--- src/fsbp_regs.vh ---
// constants for the status register and block protection logic
// assumes a serial host in clock mode 0 and 4-byte addressing
`ifndef FSBP_REGS_VH
`define FSBP_REGS_VH

// ==========================================================
// command opcodes
`define FSBP_OP_WREN 8'h06
`define FSBP_OP_WRDI 8'h04
`define FSBP_OP_RDSR 8'h05
`define FSBP_OP_WRSR 8'h01
`define FSBP_OP_RDFSR 8'h70
`define FSBP_OP_CLFSR 8'h50
`define FSBP_OP_PROG 8'h12
`define FSBP_OP_SE64 8'hDC
`define FSBP_OP_SE32 8'h5C
`define FSBP_OP_SE4 8'h21
`define FSBP_OP_DIE 8'hC4

// ==========================================================
// status register fields
`define FSBP_SR_RESET 8'h00
`define FSBP_SR_SRWD 7
`define FSBP_SR_PROTECT_SEL_MSB 6
`define FSBP_SR_TB 5
`define FSBP_SR_PROT_HI 4
`define FSBP_SR_PROTECT_SEL_LSB 2
`define FSBP_SR_WEL 1
`define FSBP_SR_WIP 0
`define FSBP_SR_NV_MASK 8'hFC

// ==========================================================
// flag status register fields
`define FSBP_FS_RESET 8'h00
`define FSBP_FS_READY 7
`define FSBP_FS_ERASE_ERR 5
`define FSBP_FS_PROG_ERR 4
`define FSBP_FS_PROT_ERR 1

// ==========================================================
// address map and protection limits
`define FSBP_SECT_HI 26
`define FSBP_SECT_LO 16
`define FSBP_PROT_ALL 4'hC
`define FSBP_ADDR_BYTES 4

// ==========================================================
// operation kinds on the array port
`define FSBP_KIND_WRSR 3'h0
`define FSBP_KIND_PROG 3'h1
`define FSBP_KIND_SE64 3'h2
`define FSBP_KIND_SE32 3'h3
`define FSBP_KIND_SE4 3'h4
`define FSBP_KIND_DIE 3'h5

// ==========================================================
// default busy time in core cycles
`define FSBP_BUSY_CYC 1000

`endif

--- src/fsbp_core.v ---
// serial status register, write enable latch and block protection
// assumes pins are asynchronous to i_core_clk and the serial clock
// is far slower than the core clock; array timing is a busy counter
`timescale 1ns/1ps
`include "fsbp_regs.vh"

// Summary of operation
// - read-status returns the status byte; write-status updates it
// - disable bit set and write-protect pin low blocks write-status
// - bit 7 is the nonvolatile write-disable bit, default 0
// - bit 5 selects top (0, default) or bottom (1) protection
// - block-protect field is bit 6 then bits 4 to 2
// - program and erase into a protected sector are refused
// - top mode: value n protects highest 2^(n-1) sectors, 12+ all
// - write-enable latch is cleared at reset
// - write-enable command must precede write-status, program, erase
// - bit 0 reads busy during write-status, program or erase
// - bit 0 is always the inverse of flag status bit 7
// - die erase runs only when the block-protect field is zero
// - 2048 sectors of 64KB with 32KB and 4KB subsectors
// - flag status bit 7 reads 0 busy and 1 ready
// - protected program or erase sets flag bit 1 until cleared
module fsbp_core #(
	parameter BUSY_CYCLES = `FSBP_BUSY_CYC,
	parameter ADDR_W = 32
) (
	input wire i_core_clk,
	input wire i_rst_n,
	input wire i_sck,
	input wire i_cs_n,
	input wire i_si,
	input wire i_wp_n,
	output reg o_so,
	output reg o_so_oe,
	output reg [7:0] o_status,
	output reg [7:0] o_flag_status,
	output reg o_op_start,
	output reg [2:0] o_op_kind,
	output reg [ADDR_W-1:0] o_op_addr,
	output reg [7:0] o_op_data
);

// ==========================================================
// pin synchronisers
reg [2:0] sck_sync_reg;
reg [2:0] cs_sync_reg;
reg [1:0] si_sync_reg;
reg [1:0] wp_sync_reg;

always @(posedge i_core_clk) begin
	if (!i_rst_n) begin
		sck_sync_reg <= 3'h0;
		cs_sync_reg <= 3'h7;
		si_sync_reg <= 2'h0;
		wp_sync_reg <= 2'h0;
	end else begin
		sck_sync_reg <= {sck_sync_reg[1:0], i_sck};
		cs_sync_reg <= {cs_sync_reg[1:0], i_cs_n};
		si_sync_reg <= {si_sync_reg[0], i_si};
		wp_sync_reg <= {wp_sync_reg[0], i_wp_n};
	end
end

wire sck_rise = sck_sync_reg[1] & ~sck_sync_reg[2];
wire sck_fall = ~sck_sync_reg[1] & sck_sync_reg[2];
wire cs_act = ~cs_sync_reg[1];
wire cs_end = cs_sync_reg[1] & ~cs_sync_reg[2];
wire si_bit = si_sync_reg[1];
wire wp_low = ~wp_sync_reg[1];

// ==========================================================
// registers
reg [7:0] sr_nv_reg;
reg wel_reg;
reg busy_reg;
reg [7:0] fs_err_reg;
reg [31:0] busy_cnt_reg;
reg [2:0] bit_cnt_reg;
reg [7:0] in_sh_reg;
reg [7:0] op_reg;
reg [3:0] byte_cnt_reg;
reg [ADDR_W-1:0] addr_reg;
reg [7:0] data_reg;
reg [7:0] out_sh_reg;
reg [7:0] pend_sr_reg;
reg [2:0] pend_kind_reg;

wire [7:0] status_now = {sr_nv_reg[7:2], wel_reg, busy_reg};
wire [7:0] flag_now = {~busy_reg, fs_err_reg[6:0]};
wire [7:0] in_byte = {in_sh_reg[6:0], si_bit};

// ==========================================================
// block protection decode
wire [3:0] block_protect_field = {sr_nv_reg[`FSBP_SR_PROTECT_SEL_MSB],
	sr_nv_reg[`FSBP_SR_PROT_HI:`FSBP_SR_PROTECT_SEL_LSB]};
wire tb_bottom = sr_nv_reg[`FSBP_SR_TB];
wire [10:0] sector = addr_reg[`FSBP_SECT_HI:`FSBP_SECT_LO];
wire [3:0] prot_m1 = block_protect_field - 4'h1;
wire [11:0] prot_size = 12'h001 << prot_m1;
wire [11:0] sect_top = {1'b0, ~sector};
wire [11:0] sect_bot = {1'b0, sector};
reg sect_prot;

always @* begin
	if (block_protect_field == 4'h0) begin
		sect_prot = 1'b0;
	end else if (block_protect_field >= `FSBP_PROT_ALL) begin
		sect_prot = 1'b1;
	end else if (!tb_bottom) begin
		sect_prot = (sect_top < prot_size);
	end else begin
		sect_prot = (sect_bot < prot_size);
	end
end

wire hw_locked = sr_nv_reg[`FSBP_SR_SRWD] & wp_low;

// ==========================================================
// command classification at end of frame
wire is_arr = (op_reg == `FSBP_OP_PROG) | (op_reg == `FSBP_OP_SE64) |
	(op_reg == `FSBP_OP_SE32) | (op_reg == `FSBP_OP_SE4);
wire arr_full = (byte_cnt_reg > `FSBP_ADDR_BYTES);
reg [2:0] arr_kind;

always @* begin
	case (op_reg)
	`FSBP_OP_PROG: arr_kind = `FSBP_KIND_PROG;
	`FSBP_OP_SE64: arr_kind = `FSBP_KIND_SE64;
	`FSBP_OP_SE32: arr_kind = `FSBP_KIND_SE32;
	`FSBP_OP_SE4: arr_kind = `FSBP_KIND_SE4;
	default: arr_kind = `FSBP_KIND_DIE;
	endcase
end

wire rd_op = (op_reg == `FSBP_OP_RDSR) | (op_reg == `FSBP_OP_RDFSR);

// ==========================================================
// serial shifter
always @(posedge i_core_clk) begin
	if (!i_rst_n) begin
		bit_cnt_reg <= 3'h0;
		in_sh_reg <= 8'h00;
		op_reg <= 8'h00;
		byte_cnt_reg <= 4'h0;
		addr_reg <= {ADDR_W{1'b0}};
		data_reg <= 8'h00;
		out_sh_reg <= 8'h00;
		o_so <= 1'b0;
		o_so_oe <= 1'b0;
	end else if (!cs_act) begin
		bit_cnt_reg <= 3'h0;
		byte_cnt_reg <= 4'h0;
		o_so_oe <= 1'b0;
	end else begin
		if (sck_rise) begin
			bit_cnt_reg <= bit_cnt_reg + 3'h1;
			in_sh_reg <= in_byte;
			if (bit_cnt_reg == 3'h7) begin
				if (byte_cnt_reg != 4'hF) begin
					byte_cnt_reg <= byte_cnt_reg + 4'h1;
				end
				if (byte_cnt_reg == 4'h0) begin
					op_reg <= in_byte;
				end else if (byte_cnt_reg <= `FSBP_ADDR_BYTES) begin
					addr_reg <= {addr_reg[ADDR_W-9:0], in_byte};
				end
				if (byte_cnt_reg == 4'h1 ||
					byte_cnt_reg == 4'h5) begin
					data_reg <= in_byte;
				end
				if (byte_cnt_reg == 4'h0) begin
					if (in_byte == `FSBP_OP_RDFSR) begin
						out_sh_reg <= flag_now;
					end else begin
						out_sh_reg <= status_now;
					end
				end else if (op_reg == `FSBP_OP_RDFSR) begin
					out_sh_reg <= flag_now;
				end else begin
					out_sh_reg <= status_now;
				end
			end
		end
		if (sck_fall && byte_cnt_reg != 4'h0) begin
			o_so <= out_sh_reg[7];
			out_sh_reg <= {out_sh_reg[6:0], 1'b0};
			o_so_oe <= rd_op;
		end
	end
end

// ==========================================================
// command execution, latch, busy and flags
always @(posedge i_core_clk) begin
	if (!i_rst_n) begin
		sr_nv_reg <= `FSBP_SR_RESET;
		wel_reg <= 1'b0;
		busy_reg <= 1'b0;
		fs_err_reg <= `FSBP_FS_RESET;
		busy_cnt_reg <= 32'h0;
		pend_sr_reg <= 8'h00;
		pend_kind_reg <= 3'h0;
		o_op_start <= 1'b0;
		o_op_kind <= 3'h0;
		o_op_addr <= {ADDR_W{1'b0}};
		o_op_data <= 8'h00;
	end else begin
		o_op_start <= 1'b0;
		if (busy_reg) begin
			if (busy_cnt_reg == 32'h0) begin
				busy_reg <= 1'b0;
				wel_reg <= 1'b0;
				if (pend_kind_reg == `FSBP_KIND_WRSR) begin
					sr_nv_reg <= pend_sr_reg & `FSBP_SR_NV_MASK;
				end
			end else begin
				busy_cnt_reg <= busy_cnt_reg - 32'h1;
			end
		end else if (cs_end && byte_cnt_reg != 4'h0) begin
			case (op_reg)
			`FSBP_OP_WREN: begin
				wel_reg <= 1'b1;
			end
			`FSBP_OP_WRDI: begin
				wel_reg <= 1'b0;
			end
			`FSBP_OP_CLFSR: begin
				fs_err_reg <= `FSBP_FS_RESET;
			end
			`FSBP_OP_WRSR: begin
				if (wel_reg && byte_cnt_reg >= 4'h2) begin
					if (hw_locked) begin
						wel_reg <= 1'b0;
					end else begin
						busy_reg <= 1'b1;
						busy_cnt_reg <= BUSY_CYCLES - 1;
						pend_sr_reg <= data_reg;
						pend_kind_reg <= `FSBP_KIND_WRSR;
					end
				end
			end
			`FSBP_OP_DIE: begin
				if (wel_reg) begin
					if (block_protect_field != 4'h0) begin
						wel_reg <= 1'b0;
						fs_err_reg[`FSBP_FS_PROT_ERR] <= 1'b1;
						fs_err_reg[`FSBP_FS_ERASE_ERR] <= 1'b1;
					end else begin
						busy_reg <= 1'b1;
						busy_cnt_reg <= BUSY_CYCLES - 1;
						pend_kind_reg <= `FSBP_KIND_DIE;
						o_op_start <= 1'b1;
						o_op_kind <= `FSBP_KIND_DIE;
						o_op_addr <= {ADDR_W{1'b0}};
					end
				end
			end
			default: begin
				if (is_arr && arr_full && wel_reg) begin
					if (sect_prot) begin
						wel_reg <= 1'b0;
						fs_err_reg[`FSBP_FS_PROT_ERR] <= 1'b1;
						if (op_reg == `FSBP_OP_PROG) begin
							fs_err_reg[`FSBP_FS_PROG_ERR] <= 1'b1;
						end else begin
							fs_err_reg[`FSBP_FS_ERASE_ERR] <= 1'b1;
						end
					end else begin
						busy_reg <= 1'b1;
						busy_cnt_reg <= BUSY_CYCLES - 1;
						pend_kind_reg <= arr_kind;
						o_op_start <= 1'b1;
						o_op_kind <= arr_kind;
						o_op_addr <= addr_reg;
						o_op_data <= data_reg;
					end
				end
			end
			endcase
		end
	end
end

// ==========================================================
// registered status outputs
always @(posedge i_core_clk) begin
	if (!i_rst_n) begin
		o_status <= `FSBP_SR_RESET;
		o_flag_status <= 8'h80;
	end else begin
		o_status <= status_now;
		o_flag_status <= flag_now;
	end
end

endmodule // fsbp_core

--- config.mk ---
export PLATFORM = sky130hd
export DESIGN_NAME = fsbp_core
export DESIGN_NICKNAME = d
export VERILOG_FILES = /design/src/fsbp_core.v
export VERILOG_INCLUDE_DIRS = /design/src /design/src/src
export SDC_FILE = /design/constraint.sdc
export NUM_CORES = 1
export LEC_CHECK = 0
export BUFFER_PORTS_ARGS = -buffer_cell sky130_fd_sc_hd__buf_2
export CORE_MARGIN = 2
export CORE_UTILIZATION = 25
export CTS_CLUSTER_DIAMETER = 120
export DETAILED_ROUTE_END_ITERATION = 8
export HOLD_SLACK_MARGIN = 0.06
export SETUP_SLACK_MARGIN = 0.05
export SYNTH_ARGS = -nofsm -noshare
export SYNTH_HDL_FRONTEND = slang
export SYNTH_SLANG_ARGS = --single-unit
--- constraint.sdc ---
create_clock -name i_core_clk -period 3.6 [get_ports i_core_clk]
set_clock_uncertainty 0.1 [all_clocks]
set_input_delay 0.18 -clock i_core_clk [delete_from_list [all_inputs] [get_ports i_core_clk]]
set_output_delay 0.18 -clock i_core_clk [all_outputs]
set_load 0.05 [all_outputs]
==> impl_metrics.tcl <==
set metrics [dict create \
    place.gp.congestion 0.867 \
    tns_ps 0 \
    synth.yosys.seq_area_share 0.439 \
    worstPathArrival_ps 3580 \
    fp.coreArea_um2 34300 \
    total_leakage_power_nw 4.16 \
    ant_nets 0 \
    start_util 0.252 \
    die_h_um 190 \
    slew_viol_final 0 \
    cp_cell_sequence "nor2b_1 > nand3_1 > ha_2 > or4_1 > a21oi_1 > a41oi_1 > a31oi_4 > a311oi_4 > buf_12 > or2_2 > a311o_1" \
    worstSetupStartpointType "register" \
    ys_async_sr_fraction 0 \
    multiInputGateArea_um2 4520 \
    cts_tree "yes" \
    fin_crit_sh 0.930 \
    muxShareOfSynthArea 0.0648 \
    via_per_inst 4.79 \
    synth_compound_area_frac 0.144 \
    synth_warnings 0 \
    peakVddDrop_v 0.000295 \
    layout_min_cycle_time_ps 3350 \
    crit_type "register to register" \
    synth-simple-area-share 0.263 \
    cts.clk_slew.worst_paths_ps 70 \
    relSlewSlack 0.472 \
    num_rows 68 \
    clockPowerShare 0.480 \
    syn_avg_cell_area_um2 8.51 \
    antenna_cells 0 \
    grt_pass1_vias 6883 \
    synth_edf_count 0 \
    cp_num_buf_inv 1 \
    p_int_mw 3.18 \
    cpPeakStageDelay_ps 540 \
    grt_pass1_wl_um 35800 \
    pwr-share-seq 0.505 \
    synth_adder_area_share 0.0405 \
    cts.sinks 190 \
    synth_top_family_by_area "simple AND/OR/NAND/NOR gates" \
    swShare 0.237 \
    regArea_um2 3800 \
    required_ps 3830 \
    status "complete, no violations" \
    fmax_mhz 299 \
    combPwrFrac 0.015 \
    clk_latency_ps 440 \
    endpoint_kind "register" \
    wire_per_inst_um 14.5 \
    tightest_slew_ps 790 \
    cap_violations 0 \
    wl_um 22500 \
    ioPinCount 68 \
    setup_viol 0 \
    cpMaxStageDelayCell "or4_1" \
    final_core_util 0.301 \
    fp.dieW_um 190 \
    drc 0 \
    final_nets 1122 \
    finalHoldViolCount 0 \
    layout-drive-gt1-share 0.147 \
    reg2reg_slack_ps 250 \
    whs_ps 325 \
    overflow 0 \
    grt_max_degree 77 \
    synth-xor-area-share 0.00506 \
    ys_ff_latch 190 \
    io_buffers 63 \
    cts_root_buf "clkbuf_16" \
    hp-class "register to register" \
    p_sw_uw 989 \
    synth_flop_cell "dfxtp_1" \
    powerDensity_nw_per_um2 404 \
    numCtsBuffers 17 \
    grt_usage 0.123 \
    syn_inst 1017 \
    antenna_found_initial 0 \
    area_growth_pct 19.3 \
    drt-pass1-iter-count 5 \
    route.vias.total 7451 \
    clockBufferDepth 2 \
    htreeDepth 4 \
    fillers 3607 \
    die_area_um2 36100 \
    synth_cell_types 74 \
    rsz0062_at_grt "false" \
    dp_hpwl_um 15700 \
    critPathMaxFanout 28 \
    drt_iter0_markers 588 \
    synth.cell_area_um2 8650 \
    critPathTopFamily "simple AND/OR/NAND/NOR gates" \
]
## synth_stat cells, types with 4 or more instances
cell type,n,area [um^2]
nand3b_1,4,30.0
a211oi_1,4,30.0
nand3_1,31,155
mux2i_1,56,561
or3_1,7,43.8
o211ai_1,9,67.6
nor3b_1,5,37.5
and3_1,5,31.3
dfxtp_1,190,3800
nor4_1,7,43.8
a31oi_1,11,68.8
or2_2,4,25.0
a21oi_1,97,485
o21ai_0,19,95.1
nand2_1,149,559
or4_1,11,82.6
ha_1,28,350
nor2_1,119,447
and2_1,20,125
o31ai_1,11,82.6
buf_4,6,45.0
a221oi_1,4,35.0
clkbuf_1,45,169
nor3_1,24,120
buf_2,4,20.0
nor2b_1,12,75.1
inv_1,30,113
nand4_1,11,68.8
or3b_1,22,193
nand2b_1,6,37.5
## cell families after synthesis
family          count (synthesis)
other cells                     1
mux                            56
xor+xnor                        5
simple gates                  457
compound gates                192
fa+ha+maj                      28
flops                         190
buf+inv                        88
## path summary, 6_finish.rpt
kind,from,depth (start not counted),to
setup / recovery,sr_nv_reg[4]$_SDFFE_PN0P_,11,busy_cnt_reg[3]$_SDFFE_PN0P_
hold / removal,cs_sync_reg[0]$_SDFF_PN1_,1,cs_sync_reg[1]$_SDFF_PN1_
setup reg to reg,sr_nv_reg[4]$_SDFFE_PN0P_,11,busy_cnt_reg[3]$_SDFFE_PN0P_
hold reg to reg,cs_sync_reg[0]$_SDFF_PN1_,1,cs_sync_reg[1]$_SDFF_PN1_
## timing repair
item,CTS,global route
endpoints found under the setup margin,0,47
hold endpoints to repair,14,0
hold buffers,5,0
gates resized for setup,0,5
setup buffers,0,3
## power by group through the flow
| stage | Clock [mW] | Sequential (mW) | Combinational, mW |
|---|---|---|---|
| floorplan | 0 | 2.16 | 0.0466 |
| finish | 2.00 | 2.11 | 0.0625 |
| CTS | 2.04 | 2.11 | 0.0630 |
| detailed placement | 0 | 2.16 | 0.0589 |
| global placement | 0 | 2.16 | 0.0591 |
| global route | 2.12 | 2.11 | 0.0680 |
## worst register-to-register path: cells and delay by family, from the launching register on
| kind | cells | cell delay [ps] |
|---|---|---|
| fa+ha+maj | 1 | 330 |
| compound gates | 5 | 1060 |
| buf+inv | 1 | 190 |
| flops | 1 | 360 |
| simple gates | 4 | 1200 |
## per-stage QoR
stage               cells  setup WS (ps)  area (um^2)  power, mW
floorplan            1020            286         8670       2.20
global placement     1516            127         9630       2.22
detailed placement   1516            103         9630       2.22
CTS                  1553           99.1        10300       4.21
global route         1556           54.4        10300       4.29
finish               1556            253        10300       4.17
## metal layers
| metal | part of all wire | GRT usage |
|---|---|---|
| met5 | 0 | 0 |
| met4 | 0.012 | 0.0334 |
| met1 | 0.48 | 0.167 |
| met3 | 0.039 | 0.0220 |
| met2 | 0.47 | 0.201 |
## cell usage in the layout, fill, tap and decap left out, types with 5 or more instances in the layout
cell,instances
o31ai_1,11
or4_1,11
or3_1,7
or3b_1,22
nand2_1,149
and3_1,5
a31oi_1,11
mux2i_1,56
and2_1,20
buf_4,36
dfxtp_1,189
inv_1,29
nor2_1,119
o21ai_0,19
ha_1,27
nor3b_1,5
nand4_1,11
nor4_1,7
clkbuf_16,17
nor2b_1,9
buf_2,63
nand3_1,31
nand2b_1,6
o211ai_1,9
nor3_1,24
dlygate4sd3_1,5
a21oi_1,97
## final cells by class
class	count	area share
well taps	455	0.0551
clock inverters	15	0.0188
flip-flops and latches	190	0.368
multi-input cells	742	0.438
inverters	30	0.0111
repair buffers	107	0.0674
clock buffers	17	0.0412
No activity file was read; power rests on OpenSTA's default activity.
